$ cat config.mk
export PLATFORM = sky130hd
export DESIGN_NAME = fcs_top
export DESIGN_NICKNAME = d
export VERILOG_FILES = /design/src/rtl/fcs_timer.v /design/src/rtl/fcs_top.v
export VERILOG_INCLUDE_DIRS = /design/src /design/src/rtl
export SDC_FILE = /design/constraint.sdc
export NUM_CORES = 1
export LEC_CHECK = 0
export ABC_AREA = 1
export BUFFER_PORTS_ARGS = -buffer_cell sky130_fd_sc_hd__buf_4
export CAP_MARGIN = 20
export CORE_MARGIN = 3
export CORE_UTILIZATION = 30
export CTS_BUF_LIST = sky130_fd_sc_hd__clkbuf_8
export CTS_CLUSTER_SIZE = 8
export DETAILED_ROUTE_END_ITERATION = 8
export GPL_TIMING_DRIVEN = 0
export PLACE_DENSITY = 0.48
export SYNTH_ARGS = -nofsm -noshare
export SYNTH_HDL_FRONTEND = slang
export SYNTH_SLANG_ARGS = --single-unit
$ cat constraint.sdc
create_clock -name core_clk -period 9.9 [get_ports core_clk]
set_clock_uncertainty 0.1 [all_clocks]
set_input_delay 1.98 -clock core_clk [delete_from_list [all_inputs] [get_ports core_clk]]
set_output_delay 1.98 -clock core_clk [all_outputs]
set_load 0.05 [all_outputs]
$ cat src/rtl/fcs_defines.vh
// Constants for the flash command sequencer: offsets, fields, resets, timing
`ifndef FCS_DEFINES_VH
`define FCS_DEFINES_VH

// Register indexes; the byte address is four times the index
`define FCS_IDX_CLKDIV      14'h1820
`define FCS_IDX_OPTIONS     14'h1821
`define FCS_IDX_CONFIG      14'h1823
`define FCS_IDX_PROTECT     14'h1824
`define FCS_IDX_STATUS      14'h1825
`define FCS_IDX_COMMAND     14'h1826
`define FCS_IDX_ARRAY_ADDR  14'h1828
`define FCS_IDX_ARRAY_DATA  14'h1829
`define FCS_IDX_IRQ_STATUS  14'h182a
`define FCS_IDX_IRQ_MASK    14'h182b

// Status register fields
`define FCS_ST_CBEF         7
`define FCS_ST_CCF          6
`define FCS_ST_PVIOL        5
`define FCS_ST_ACCERR       4
`define FCS_ST_BLANK        2

// Clock divider loaded flag and configuration key bit
`define FCS_DIV_LOADED      7
`define FCS_CFG_KEYACC      5

// Interrupt status fields
`define FCS_IRQ_DONE        0
`define FCS_IRQ_ACCERR      1
`define FCS_IRQ_PVIOL       2

// Reset values
`define FCS_RST_CLKDIV      8'h00
`define FCS_RST_OPTIONS     8'h02
`define FCS_RST_CONFIG      8'h01
`define FCS_RST_STATUS      8'hc0
`define FCS_RST_MASK        3'h0

// Command codes
`define FCS_CMD_BLANK       8'h05
`define FCS_CMD_PROG        8'h20
`define FCS_CMD_BURST       8'h25
`define FCS_CMD_SECTOR      8'h40
`define FCS_CMD_MASS        8'h41

// Protection: all ones protects nothing, each step is 1.5K from the top
`define FCS_FPS_NONE        6'h3f
`define FCS_FPS_STEP        17'h00600
`define FCS_MEM_TOP         17'h10000

// Times in ns and the core clock in MHz
`define FCS_CLK_MHZ         250
`define FCS_T_PROG_NS       8000
`define FCS_T_BURST_NS      5000
`define FCS_T_BLANK_NS      2000
`define FCS_T_HV_NS         400
`define FCS_T_ERASE_NS      80000
`define FCS_CYC_PROG        ((`FCS_T_PROG_NS * `FCS_CLK_MHZ) / 1000)
`define FCS_CYC_BURST       ((`FCS_T_BURST_NS * `FCS_CLK_MHZ) / 1000)
`define FCS_CYC_BLANK       ((`FCS_T_BLANK_NS * `FCS_CLK_MHZ) / 1000)
`define FCS_CYC_HV          ((`FCS_T_HV_NS * `FCS_CLK_MHZ) / 1000)
`define FCS_CYC_ERASE       ((`FCS_T_ERASE_NS * `FCS_CLK_MHZ) / 1000)
`define FCS_TMR_W           20

`endif

$ cat src/rtl/fcs_timer.v
// Down counter that flags the end of a loaded interval
`timescale 1ns/1ps
`default_nettype none
module fcs_timer #(
    parameter W = 20
) (
    input  wire         core_clk,
    input  wire         rst,
    input  wire         load,
    input  wire [W-1:0] load_val,
    output reg          done
);
    reg [W-1:0] count;
    reg         running;

    // Count down from the loaded value, one-cycle done at the end
    // The load strobe and the done flag are both registered, so done
    // rises three counts early and the interval seen outside is exact
    always @(posedge core_clk or posedge rst) begin
        if (rst) begin
            count   <= {W{1'b0}};
            running <= 1'b0;
            done    <= 1'b0;
        end else if (load) begin
            count   <= load_val;
            running <= 1'b1;
            done    <= 1'b0;
        end else if (running && count <= {{(W-2){1'b0}}, 2'b11}) begin
            running <= 1'b0;
            done    <= 1'b1;
        end else begin
            count   <= running ? count - {{(W-1){1'b0}}, 1'b1} : count;
            done    <= 1'b0;
        end
    end
endmodule // fcs_timer
`default_nettype wire

$ cat src/rtl/fcs_top.v
// Flash command sequencer with Avalon-MM register slave
//
// Added by the designer: the Avalon-MM register port.
`timescale 1ns/1ps
`default_nettype none
`include "fcs_defines.vh"
module fcs_top #(
    parameter CYC_ERASE = `FCS_CYC_ERASE
) (
    input  wire        core_clk,
    input  wire        rst,
    input  wire [15:0] avs_address,
    input  wire        avs_read,
    input  wire        avs_write,
    input  wire [31:0] avs_writedata,
    output reg  [31:0] avs_readdata,
    output reg         avs_waitrequest,
    input  wire [7:0]  nonvolatile_protect_byte,
    input  wire        array_blank,
    output reg         irq,
    output reg         pump_on,
    output reg         array_program,
    output reg         array_erase,
    output reg         array_mass,
    output reg         array_verify,
    output reg  [15:0] array_addr,
    output reg  [7:0]  array_wdata
);
    // Sequence states
    localparam [2:0] S_EMPTY = 3'b001;
    localparam [2:0] S_ARRAY = 3'b010;
    localparam [2:0] S_CMD   = 3'b100;
    // Execution states
    localparam [3:0] E_IDLE = 4'b0001;
    localparam [3:0] E_RAMP = 4'b0010;
    localparam [3:0] E_RUN  = 4'b0100;
    localparam [3:0] E_DOWN = 4'b1000;

    localparam [`FCS_TMR_W-1:0] T_PROG  = `FCS_CYC_PROG;
    localparam [`FCS_TMR_W-1:0] T_BURST = `FCS_CYC_BURST;
    localparam [`FCS_TMR_W-1:0] T_BLANK = `FCS_CYC_BLANK;
    localparam [`FCS_TMR_W-1:0] T_HV    = `FCS_CYC_HV;
    localparam [`FCS_TMR_W-1:0] T_ERASE = CYC_ERASE[`FCS_TMR_W-1:0];

    // Register state
    reg [7:0]  flash_clock_divider;
    reg        keyacc;
    reg [5:0]  protect_select_field;
    reg        prot_loaded;
    reg        cmd_buffer_empty_flag;
    reg        cmd_complete_flag;
    reg        protection_violation_flag;
    reg        access_error_flag;
    reg        blank_check_flag;
    reg [7:0]  flash_command;
    reg [15:0] pend_addr;
    reg [2:0]  irq_status;
    reg [2:0]  irq_mask;
    reg        ccf_d;
    // Sequence and command buffer
    reg [2:0]  seq;
    reg        buf_valid;
    reg [15:0] buf_addr;
    reg [7:0]  buf_data;
    reg [7:0]  buf_cmd;
    // Executing command
    reg [3:0]  ex;
    reg [15:0] cur_addr;
    reg [7:0]  cur_cmd;
    reg        tmr_load;
    reg [`FCS_TMR_W-1:0] tmr_val;
    wire       tmr_done;
    reg [31:0] rd_mux;

    // Bus handshake: a request is served at the edge where waitrequest is seen low
    wire        bus_act = (avs_read | avs_write) & ~avs_waitrequest;
    wire        wr_go   = avs_write & ~avs_waitrequest;
    wire        rd_go   = avs_read & ~avs_waitrequest;
    wire        word_ok = (avs_address[1:0] == 2'b00);
    wire [13:0] idx     = avs_address[15:2];
    wire [7:0]  wd      = avs_writedata[7:0];

    // Protected region start, from the top of memory downwards
    wire [16:0] prot_size = {11'h000, `FCS_FPS_NONE - protect_select_field} * `FCS_FPS_STEP;
    wire        buf_is_pe = (buf_cmd != `FCS_CMD_BLANK);
    wire        buf_prot  = (protect_select_field != `FCS_FPS_NONE) &&
                            ((buf_cmd == `FCS_CMD_MASS) || (prot_size >= `FCS_MEM_TOP) ||
                             ({1'b0, buf_addr} >= (`FCS_MEM_TOP - prot_size)));

    wire        cmd_known = (wd == `FCS_CMD_BLANK) || (wd == `FCS_CMD_PROG) ||
                            (wd == `FCS_CMD_BURST) || (wd == `FCS_CMD_SECTOR) ||
                            (wd == `FCS_CMD_MASS);

    // Bus-side sequence events
    wire w_data   = wr_go & word_ok & (idx == `FCS_IDX_ARRAY_DATA);
    wire w_cmd    = wr_go & word_ok & (idx == `FCS_IDX_COMMAND);
    wire w_stat   = wr_go & word_ok & (idx == `FCS_IDX_STATUS);
    wire seq_ok   = ~access_error_flag & ~protection_violation_flag;
    wire arr_ok   = w_data & seq_ok & (seq == S_EMPTY) & cmd_buffer_empty_flag &
                    flash_clock_divider[`FCS_DIV_LOADED];
    wire arr_bad  = w_data & ~arr_ok & seq_ok;
    wire cmd_ok   = w_cmd & (seq == S_ARRAY) & cmd_known;
    wire cmd_bad  = w_cmd & ~cmd_ok & seq_ok;
    wire st_go    = w_stat & wd[`FCS_ST_CBEF];
    wire launch_try = st_go & (seq == S_CMD);
    wire viol_now = launch_try & buf_is_pe & buf_prot;
    wire launch   = launch_try & ~viol_now;
    wire abort    = w_stat & ~wd[`FCS_ST_CBEF] & (seq != S_EMPTY);
    wire go_bad   = st_go & (seq == S_ARRAY);
    wire acc_set  = arr_bad | cmd_bad | abort | go_bad;

    // Chaining test for burst: queued burst, next address, same 32-byte block
    wire [15:0] next_addr = cur_addr + 16'h0001;
    wire chain_ok = (cur_cmd == `FCS_CMD_BURST) && buf_valid &&
                    (buf_cmd == `FCS_CMD_BURST) && (buf_addr == next_addr) &&
                    (buf_addr[15:5] == cur_addr[15:5]);
    wire take_now = ((ex == E_IDLE) & buf_valid) | ((ex == E_RUN) & tmr_done & chain_ok);

    fcs_timer #(
        .W        (`FCS_TMR_W)
    ) u_timer (
        .core_clk (core_clk),
        .rst      (rst),
        .load     (tmr_load),
        .load_val (tmr_val),
        .done     (tmr_done)
    );

    // Avalon slave: one wait cycle, read data registered with it
    always @(posedge core_clk or posedge rst) begin
        if (rst) begin
            avs_waitrequest <= 1'b1;
            avs_readdata    <= 32'h0000_0000;
        end else if (bus_act) begin
            avs_waitrequest <= 1'b1;
        end else if ((avs_read | avs_write) & avs_waitrequest) begin
            avs_waitrequest <= 1'b0;
            avs_readdata    <= avs_read ? rd_mux : 32'h0000_0000;
        end
    end

    // Read multiplexer, unmapped addresses read as zero
    always @* begin
        rd_mux = 32'h0000_0000;
        if (word_ok) begin
            case (idx)
                `FCS_IDX_CLKDIV:     rd_mux[7:0] = flash_clock_divider;
                `FCS_IDX_OPTIONS:    rd_mux[7:0] = `FCS_RST_OPTIONS;
                `FCS_IDX_CONFIG:     rd_mux[7:0] = {2'b00, keyacc, 5'h01};
                `FCS_IDX_PROTECT:    rd_mux[7:0] = {2'b00, protect_select_field};
                `FCS_IDX_STATUS:     rd_mux[7:0] = {cmd_buffer_empty_flag, cmd_complete_flag,
                                                    protection_violation_flag,
                                                    access_error_flag, 1'b0,
                                                    blank_check_flag, 2'b00};
                `FCS_IDX_COMMAND:    rd_mux[7:0] = flash_command;
                `FCS_IDX_ARRAY_ADDR: rd_mux[15:0] = pend_addr;
                `FCS_IDX_ARRAY_DATA: rd_mux[7:0] = buf_data;
                `FCS_IDX_IRQ_STATUS: rd_mux[2:0] = irq_status;
                `FCS_IDX_IRQ_MASK:   rd_mux[2:0] = irq_mask;
                default:             rd_mux = 32'h0000_0000;
            endcase
        end
    end

    // Plain control registers and protection load after reset release
    always @(posedge core_clk or posedge rst) begin
        if (rst) begin
            flash_clock_divider  <= `FCS_RST_CLKDIV;
            keyacc               <= 1'b0;
            protect_select_field <= `FCS_FPS_NONE;
            prot_loaded          <= 1'b0;
            pend_addr            <= 16'h0000;
            irq_mask             <= `FCS_RST_MASK;
        end else begin
            if (!prot_loaded) begin
                protect_select_field <= nonvolatile_protect_byte[5:0];
                prot_loaded          <= 1'b1;
            end else if (wr_go && word_ok && idx == `FCS_IDX_PROTECT) begin
                protect_select_field <= wd[5:0];
            end
            if (wr_go && word_ok && idx == `FCS_IDX_CLKDIV)
                flash_clock_divider <= {1'b1, wd[6:0]};
            if (wr_go && word_ok && idx == `FCS_IDX_CONFIG)
                keyacc <= wd[`FCS_CFG_KEYACC];
            if (wr_go && word_ok && idx == `FCS_IDX_ARRAY_ADDR && seq == S_EMPTY)
                pend_addr <= avs_writedata[15:0];
            if (wr_go && word_ok && idx == `FCS_IDX_IRQ_MASK)
                irq_mask <= avs_writedata[2:0];
        end
    end

    // Sequence checker, command buffer and status flags
    always @(posedge core_clk or posedge rst) begin
        if (rst) begin
            seq                       <= S_EMPTY;
            buf_valid                 <= 1'b0;
            buf_addr                  <= 16'h0000;
            buf_data                  <= 8'h00;
            buf_cmd                   <= 8'h00;
            flash_command             <= 8'h00;
            cmd_buffer_empty_flag     <= 1'b1;
            protection_violation_flag <= 1'b0;
            access_error_flag         <= 1'b0;
        end else begin
            // Array write opens a sequence
            if (arr_ok) begin
                buf_addr <= pend_addr;
                buf_data <= wd;
                seq      <= S_ARRAY;
            end
            if (cmd_ok) begin
                flash_command <= wd;
                buf_cmd       <= wd;
                seq           <= S_CMD;
            end
            if (launch) begin
                buf_valid             <= 1'b1;
                cmd_buffer_empty_flag <= 1'b0;
                seq                   <= S_EMPTY;
            end else if (take_now) begin
                buf_valid             <= 1'b0;
                cmd_buffer_empty_flag <= 1'b1;
            end
            // Errors discard the partial sequence
            if (acc_set || viol_now)
                seq <= S_EMPTY;
            // Write one clears, a new event wins over the clear
            if (acc_set)
                access_error_flag <= 1'b1;
            else if (w_stat && wd[`FCS_ST_ACCERR])
                access_error_flag <= 1'b0;
            if (viol_now)
                protection_violation_flag <= 1'b1;
            else if (w_stat && wd[`FCS_ST_PVIOL])
                protection_violation_flag <= 1'b0;
        end
    end

    // Executor: pump ramp, array operation, burst chaining, pump shutdown
    always @(posedge core_clk or posedge rst) begin
        if (rst) begin
            ex                <= E_IDLE;
            cur_addr          <= 16'h0000;
            cur_cmd           <= 8'h00;
            cmd_complete_flag <= 1'b1;
            blank_check_flag  <= 1'b0;
            pump_on           <= 1'b0;
            array_program     <= 1'b0;
            array_erase       <= 1'b0;
            array_mass        <= 1'b0;
            array_verify      <= 1'b0;
            array_addr        <= 16'h0000;
            array_wdata       <= 8'h00;
            tmr_load          <= 1'b0;
            tmr_val           <= {`FCS_TMR_W{1'b0}};
        end else begin
            tmr_load <= 1'b0;
            if (launch)
                cmd_complete_flag <= 1'b0;
            case (ex)
                E_IDLE: begin
                    if (buf_valid) begin
                        cur_addr         <= buf_addr;
                        cur_cmd          <= buf_cmd;
                        array_addr       <= buf_addr;
                        array_wdata      <= buf_data;
                        blank_check_flag <= 1'b0;
                        tmr_load         <= 1'b1;
                        if (buf_cmd == `FCS_CMD_BLANK) begin
                            array_verify <= 1'b1;
                            tmr_val      <= T_BLANK;
                            ex           <= E_RUN;
                        end else begin
                            pump_on <= 1'b1;
                            tmr_val <= T_HV;
                            ex      <= E_RAMP;
                        end
                    end else if (!launch) begin
                        cmd_complete_flag <= 1'b1;
                    end
                end
                E_RAMP: begin
                    if (tmr_done) begin
                        tmr_load <= 1'b1;
                        ex       <= E_RUN;
                        if (cur_cmd == `FCS_CMD_SECTOR || cur_cmd == `FCS_CMD_MASS) begin
                            array_erase <= 1'b1;
                            array_mass  <= (cur_cmd == `FCS_CMD_MASS);
                            tmr_val     <= T_ERASE;
                        end else begin
                            array_program <= 1'b1;
                            tmr_val       <= T_PROG;
                        end
                    end
                end
                E_RUN: begin
                    if (tmr_done) begin
                        array_program <= 1'b0;
                        array_erase   <= 1'b0;
                        array_mass    <= 1'b0;
                        array_verify  <= 1'b0;
                        if (cur_cmd == `FCS_CMD_BLANK) begin
                            blank_check_flag <= array_blank;
                            ex               <= E_IDLE;
                        end else if (chain_ok) begin
                            cur_addr      <= buf_addr;
                            array_addr    <= buf_addr;
                            array_wdata   <= buf_data;
                            array_program <= 1'b1;
                            tmr_load      <= 1'b1;
                            tmr_val       <= T_BURST;
                        end else begin
                            pump_on  <= 1'b0;
                            tmr_load <= 1'b1;
                            tmr_val  <= T_HV;
                            ex       <= E_DOWN;
                        end
                    end
                end
                E_DOWN: begin
                    if (tmr_done)
                        ex <= E_IDLE;
                end
                default: ex <= E_IDLE;
            endcase
        end
    end

    // Interrupt status: sticky events, cleared by reading, event wins
    always @(posedge core_clk or posedge rst) begin
        if (rst) begin
            irq_status <= 3'h0;
            ccf_d      <= 1'b1;
            irq        <= 1'b0;
        end else begin
            ccf_d <= cmd_complete_flag;
            irq_status <= (rd_go && word_ok && idx == `FCS_IDX_IRQ_STATUS ? 3'h0 : irq_status) |
                          {viol_now, acc_set, cmd_complete_flag & ~ccf_d};
            irq <= |(irq_status & irq_mask);
        end
    end
endmodule // fcs_top
`default_nettype wire

---- After elaboration in Yosys (flattened, before gate mapping) ----
Index checks and enable logic that the tools add are counted.
cells by class
  add/subtract/negate cells ............... 4
  multipliers ............................. 1
  divide/modulo/power cells ............... 0
  $lt $le $gt $ge ......................... 3
  equal/unequal tests ..................... 49
  shift-type cells ........................ 0
  muxes and demuxes ....................... 90
  bitwise gates (word level) .............. 47
  reductions and logical operators ........ 48
operators by type and width
  operator                count
  $eq 14x13->1 const B    10
  $mux 20                 7
  $mux 16                 5
  $pmux 20 s3             1
  $mux 1                  42
  $eq 8x7->1 const B      5
  $mux 8                  5
  $pmux 5 s7              1
  $eq 8x6->1 const B      4
  $mux 32                 1
  $pmux 16 s2             1
  $and 1x1->1             31
  $pmux 3 s10             1
  $eq 8x3->1 const B      3
  $mux 4                  6
  $le 20x2->1 const B     1
  $sub 20x1->20 const B   1
  $mux 3                  6
  $ge 16x17->1            1
  $ge 17x17->1 const B    1
  $logic_and 1x1->1       17
  $sub 17x17->17 const A  1
  $add 16x1->16 const B   1
  $eq 16x16->1            1
  other kinds (38)        89
storage, ports and cells
  register bits ........................... 198
  bits in latches ......................... 0
  memory bits (writable) .................. 0
  ROM bits ................................ 0
  input bits .............................. 61
  output and inout bits ................... 63
  word-level logic and storage cells ...... 277
  memories kept ........................... 0

---- Depth between registers and ports, before layout ----
  depth after elaboration ................. 16
  depth in mapped cells ................... 22
  gate-level depth less buffers ........... 22

---- By module ----
Synthesis repeated with hierarchy kept, for this count alone.
second synthesis, totals
  cells, all modules ...................... 1268
  area total of the unflattened synthesis .. 9409.0 um2
modules (own cells, without submodules)
  module     instances  cells an instance  area an instance (um2)  seq. area each (um2)
  fcs_top    1          1006               7796.2                  3743.6
  fcs_timer  1          262                1612.8                  550.5

---- Worst setup path after synthesis ----
Ideal clock, no wire load.
  kind .................................... input-to-reg
  start point ............................. in avs_address[1]
  end point ............................... reg buf_addr[4]
  arrival ................................. 3.158 ns
  required time ........................... 9.670 ns
  slack ................................... 6.512 ns
  cell stages on the path ................. 7
  path buffers ............................ 1
  path through ............................ nor2_1 > nand3_1 > nor3_1 > nand3b_1 > clkbuf_1 > nand2_1 > o21ai_0
on the way
  word-level cells in the longest chain between the ends .. 7
ends and longest elaborated chain
  element                   RTL line       source
  start: declaration        fcs_top.v:12   input wire [15:0] avs_address,
  $logic_not 2->1           fcs_top.v:79   wire word_ok = (avs_address[1:0] == 2'b00);
  $and 1x1->1 (2 in a row)  fcs_top.v:95   wire w_data = wr_go & word_ok & (idx == `FCS_IDX_ARRAY_DATA);
  $and 1x1->1 (4 in a row)  fcs_top.v:99   wire arr_ok = w_data & seq_ok & (seq == S_EMPTY) & cmd_buffer_empty_flag &
  end signal: assignment    fcs_top.v:207  buf_addr <= pend_addr;
  end: declaration          fcs_top.v:63   reg [15:0] buf_addr;
Every way passes these cells.
A chain may end at the register's enable or synchronous reset.

---- Worst setup path after layout ----
Ends and elaborated chain as after synthesis.

==> results.md <==
- Sequential area share after synthesis: 0.466
- Clk pwr share: 0.371
- Hold Startpoint: cmd_complete_flag
- First-pass GRT wire length: 43.6 mm
- DR iter-0 viols: 573
- Worst-path clk slew: 110 ps
- Mapped Area: 9220 sq um
- FF-to-FF path depth: 20
- R2R setup slack: 6310 ps
- Setup Crit Path Kind: input port to flop
- CTS Hold Buffers Added: 0
- Max-slew violations: 0
- CTS tree: built
- Total power: 1.35 mW
- Post-route insts no fill: 1754
- Reg-to-reg startpoint: protect_select_field[0]
- Clk root buf: clkbuf_8
- DRC violations left: 0
- Sw Ratio: 0.292
- Worst EP required: 10150 ps
- Layout cells sized above 1: 0.144
- Antenna fix cells: 0
- Internal Pwr Total: 955 uW
- Drt total wl: 27.1 mm
- Post-CTS Resized: 0
- # clock sinks: 171
- RR Endpoint: buf_valid
- Buffer count from post-CTS setup fixing: 0
- Sw power: 393 uW
- Leak: 5.53 nW
- Grt ovf: 0
- WP data arrival: 3940 ps
- Final setup TNS: 0 ps
- DRT Pass-1 Iters: 5
- IO Port Bufs: 89
- Relative slew slack: 0.519
- Combinational share of power: 0.103
- Largest net degree at the start of global routing: 104
- Routed Antenna Nets: 0
- Mapped Cells: 1228
- Net count, final: 1433
- Inst Count DP: 1723
- RSZ-0062 raised after global routing: no
- Max Cap Violations: 0
- DR vias/cell: 4.61
- Max clock buf depth: 2
- Library cells used by synthesis: 47
- Maximum clock frequency: 271 MHz
- Gr usage total: 0.167
- Die Y: 181 um
- Die width: 181 um
- VDD IR max: 0.0000790 V
- Vias in the first global route: 7896
- Placer Congestion: 0.846
- Yosys warns: 0
- Pwr dens: 124 nW/um^2
- Slew @ Worst Pin: 721 ps
- Core area: 30000 sq um
- Final setup vio count: 0
- Status: finished, final reports clean
- Worst Hold Class: flop to flop
- Wire length per cell: 15.5 um
- Initial antenna violation count: 0
- Vias: 8094
- Type of origin of the critical path: input port
- Register bit total from synthesis: 171
- Fillers: 3284
- Multi-input logic area: 4090 sq um
- DPL Wire Length: 20.6 mm
- Clock Latency Late Sink: 470 ps
- Register Area: 4290 sq um
- Hold Path Sink: ccf_d
- Tcrit/Tclk final: 0.373
- FP Rows: 63
- Synth-to-Final Area Change: 17.6%
- Hold depth: 0
- Number of I/O pins: 124
- CTS H-Tree Depth: 4
- Worst-path fanout max: 10
- Avg Cell Area, Syn: 7.51 sq um
- Die area: 32900 sq um
- CP Capture Type: flop
- Starting density of the core: 0.308
- Final worst path period need: 3690 ps
- CTS buffer count: 17
- Number of hold violations in the final report: 0
- Sequential power share: 0.526
## worst max-delay path, cell delays in order
cell and delay (ps):
buf_4 110, nor2_1 130, nand3_1 240, nor3_1 340, nand3b_1 510, clkbuf_1 410, nand2_1 120, o21ai_0 80
## sequential cells by signal, indices dropped and copies added, names as in the netlist, 3 cells and up
| name | flops |
|---|---|
| array_wdata | 8 |
| irq_status | 3 |
| pend_addr | 16 |
| cur_addr | 16 |
| cur_cmd | 8 |
| avs_readdata | 16 |
| tmr_val | 9 |
| irq_mask | 3 |
| flash_clock_divider | 8 |
| buf_addr | 16 |
| buf_data | 8 |
| u_timer.count | 20 |
| seq | 3 |
| ex | 4 |
| protect_select_field | 6 |
| buf_cmd | 8 |
## worst max-delay path by stage
stage / from / slack (ps) / cells past startpoint / to
after floorplan: rst / 3210 / 1 / access_error_flag
after global placement: rst / 640 / 2 / irq_mask[1]
after detailed placement: avs_address[1] / 5710 / 8 / buf_addr[4]
after CTS: avs_address[1] / 6220 / 8 / buf_addr[4]
after global routing: protect_select_field[0] / 6010 / 21 / cmd_buffer_empty_flag
final: avs_address[1] / 6210 / 8 / buf_addr[4]
## synth_stat cells (all sizes together)
cell,count,area (sq um)
nand2,373,1410
inv,168,631
dfrtp,159,3980
nor2,130,495
o21ai,130,692
nand3,64,325
buf,28,204
nor3,28,156
a21oi,21,105
ha,19,238
clkbuf,15,57.6
dfstp,12,315
xor2,11,96.3
nand4,9,56.3
o22ai,9,56.3
o211ai,8,60.1
o31ai,7,52.6
a31oi,4,25.0
mux2,4,45.0
nand3b,4,30.0
or2,4,25.0
xnor2,4,35.0
a22oi,3,22.5
nor4,3,18.8
conb,2,7.51
o21a,2,15.0
a211oi,1,7.51
a21boi,1,7.51
and3b,1,8.76
fa,1,20.0
nor3b,1,7.51
o21bai,1,7.51
o41ai,1,8.76
## cell families after synthesis
logic type | Yosys count | share of synthesized area
simple gates | 617 | 0.275
buf+inv | 211 | 0.0967
compound gates | 188 | 0.115
flops | 171 | 0.466
fa+ha+maj | 20 | 0.0280
xor+xnor | 15 | 0.0142
mux | 4 | 0.00488
other cells | 2 | 0.000814
## layer usage
metal / up-vias / track usage / wire length [um]
li1: 4114 / - / -
met3: 24 / 0.0274 / 924
met2: 163 / 0.277 / 13000
met5: - / 0 / 0
met4: 0 / 0.0430 / 470
met1: 3793 / 0.229 / 12800
## per-stage QoR
step	hold slack [ps]	cell area, sq um	util	worst slack (ps)
3_3_place_gp	255	10400	0.348	640
4_1_cts	281	10800	0.362	6220
6_report	276	10800	0.362	6210
2_1_floorplan	254	9280	-	3210
3_5_place_dp	259	10500	0.349	5710
5_1_grt	286	10800	0.362	6010
## cells in the final DEF, fill, tap and decap left out, types with 7 or more instances in the layout
cell type and count:
buf_4 106, nor3_1 26, inv_2 8, clkbuf_8 17, clkbuf_1 14, nand4_1 9, buf_2 9, ha_1 19
nand2_1 371, nand3_1 63, a21oi_1 21, o21ai_0 115, o211ai_1 8, dfstp_2 12, xor2_1 11, o22ai_1 9
nor2_1 127, conb_1 17, o21ai_2 11, o31ai_1 7, dfrtp_1 159, inv_1 159
## cell type report
type	count	share of cell area
inverters	168	0.0589
multi-input cells	861	0.377
flip-flops and latches	171	0.396
well taps	390	0.0450
clock buffers	17	0.0216
clock inverters	14	0.0129
repair buffers	90	0.0642
plain buffers	43	0.0241
## power groups by stage
stage	clock network (mW)	logic, mW	registers, mW
after global routing	0.544	0.158	0.710
after floorplan	0	0.0918	0.724
after detailed placement	0	0.140	0.722
final	0.500	0.139	0.709
after CTS	0.518	0.141	0.709
after global placement	0	0.138	0.722
(Power assumes the default switching activity.)
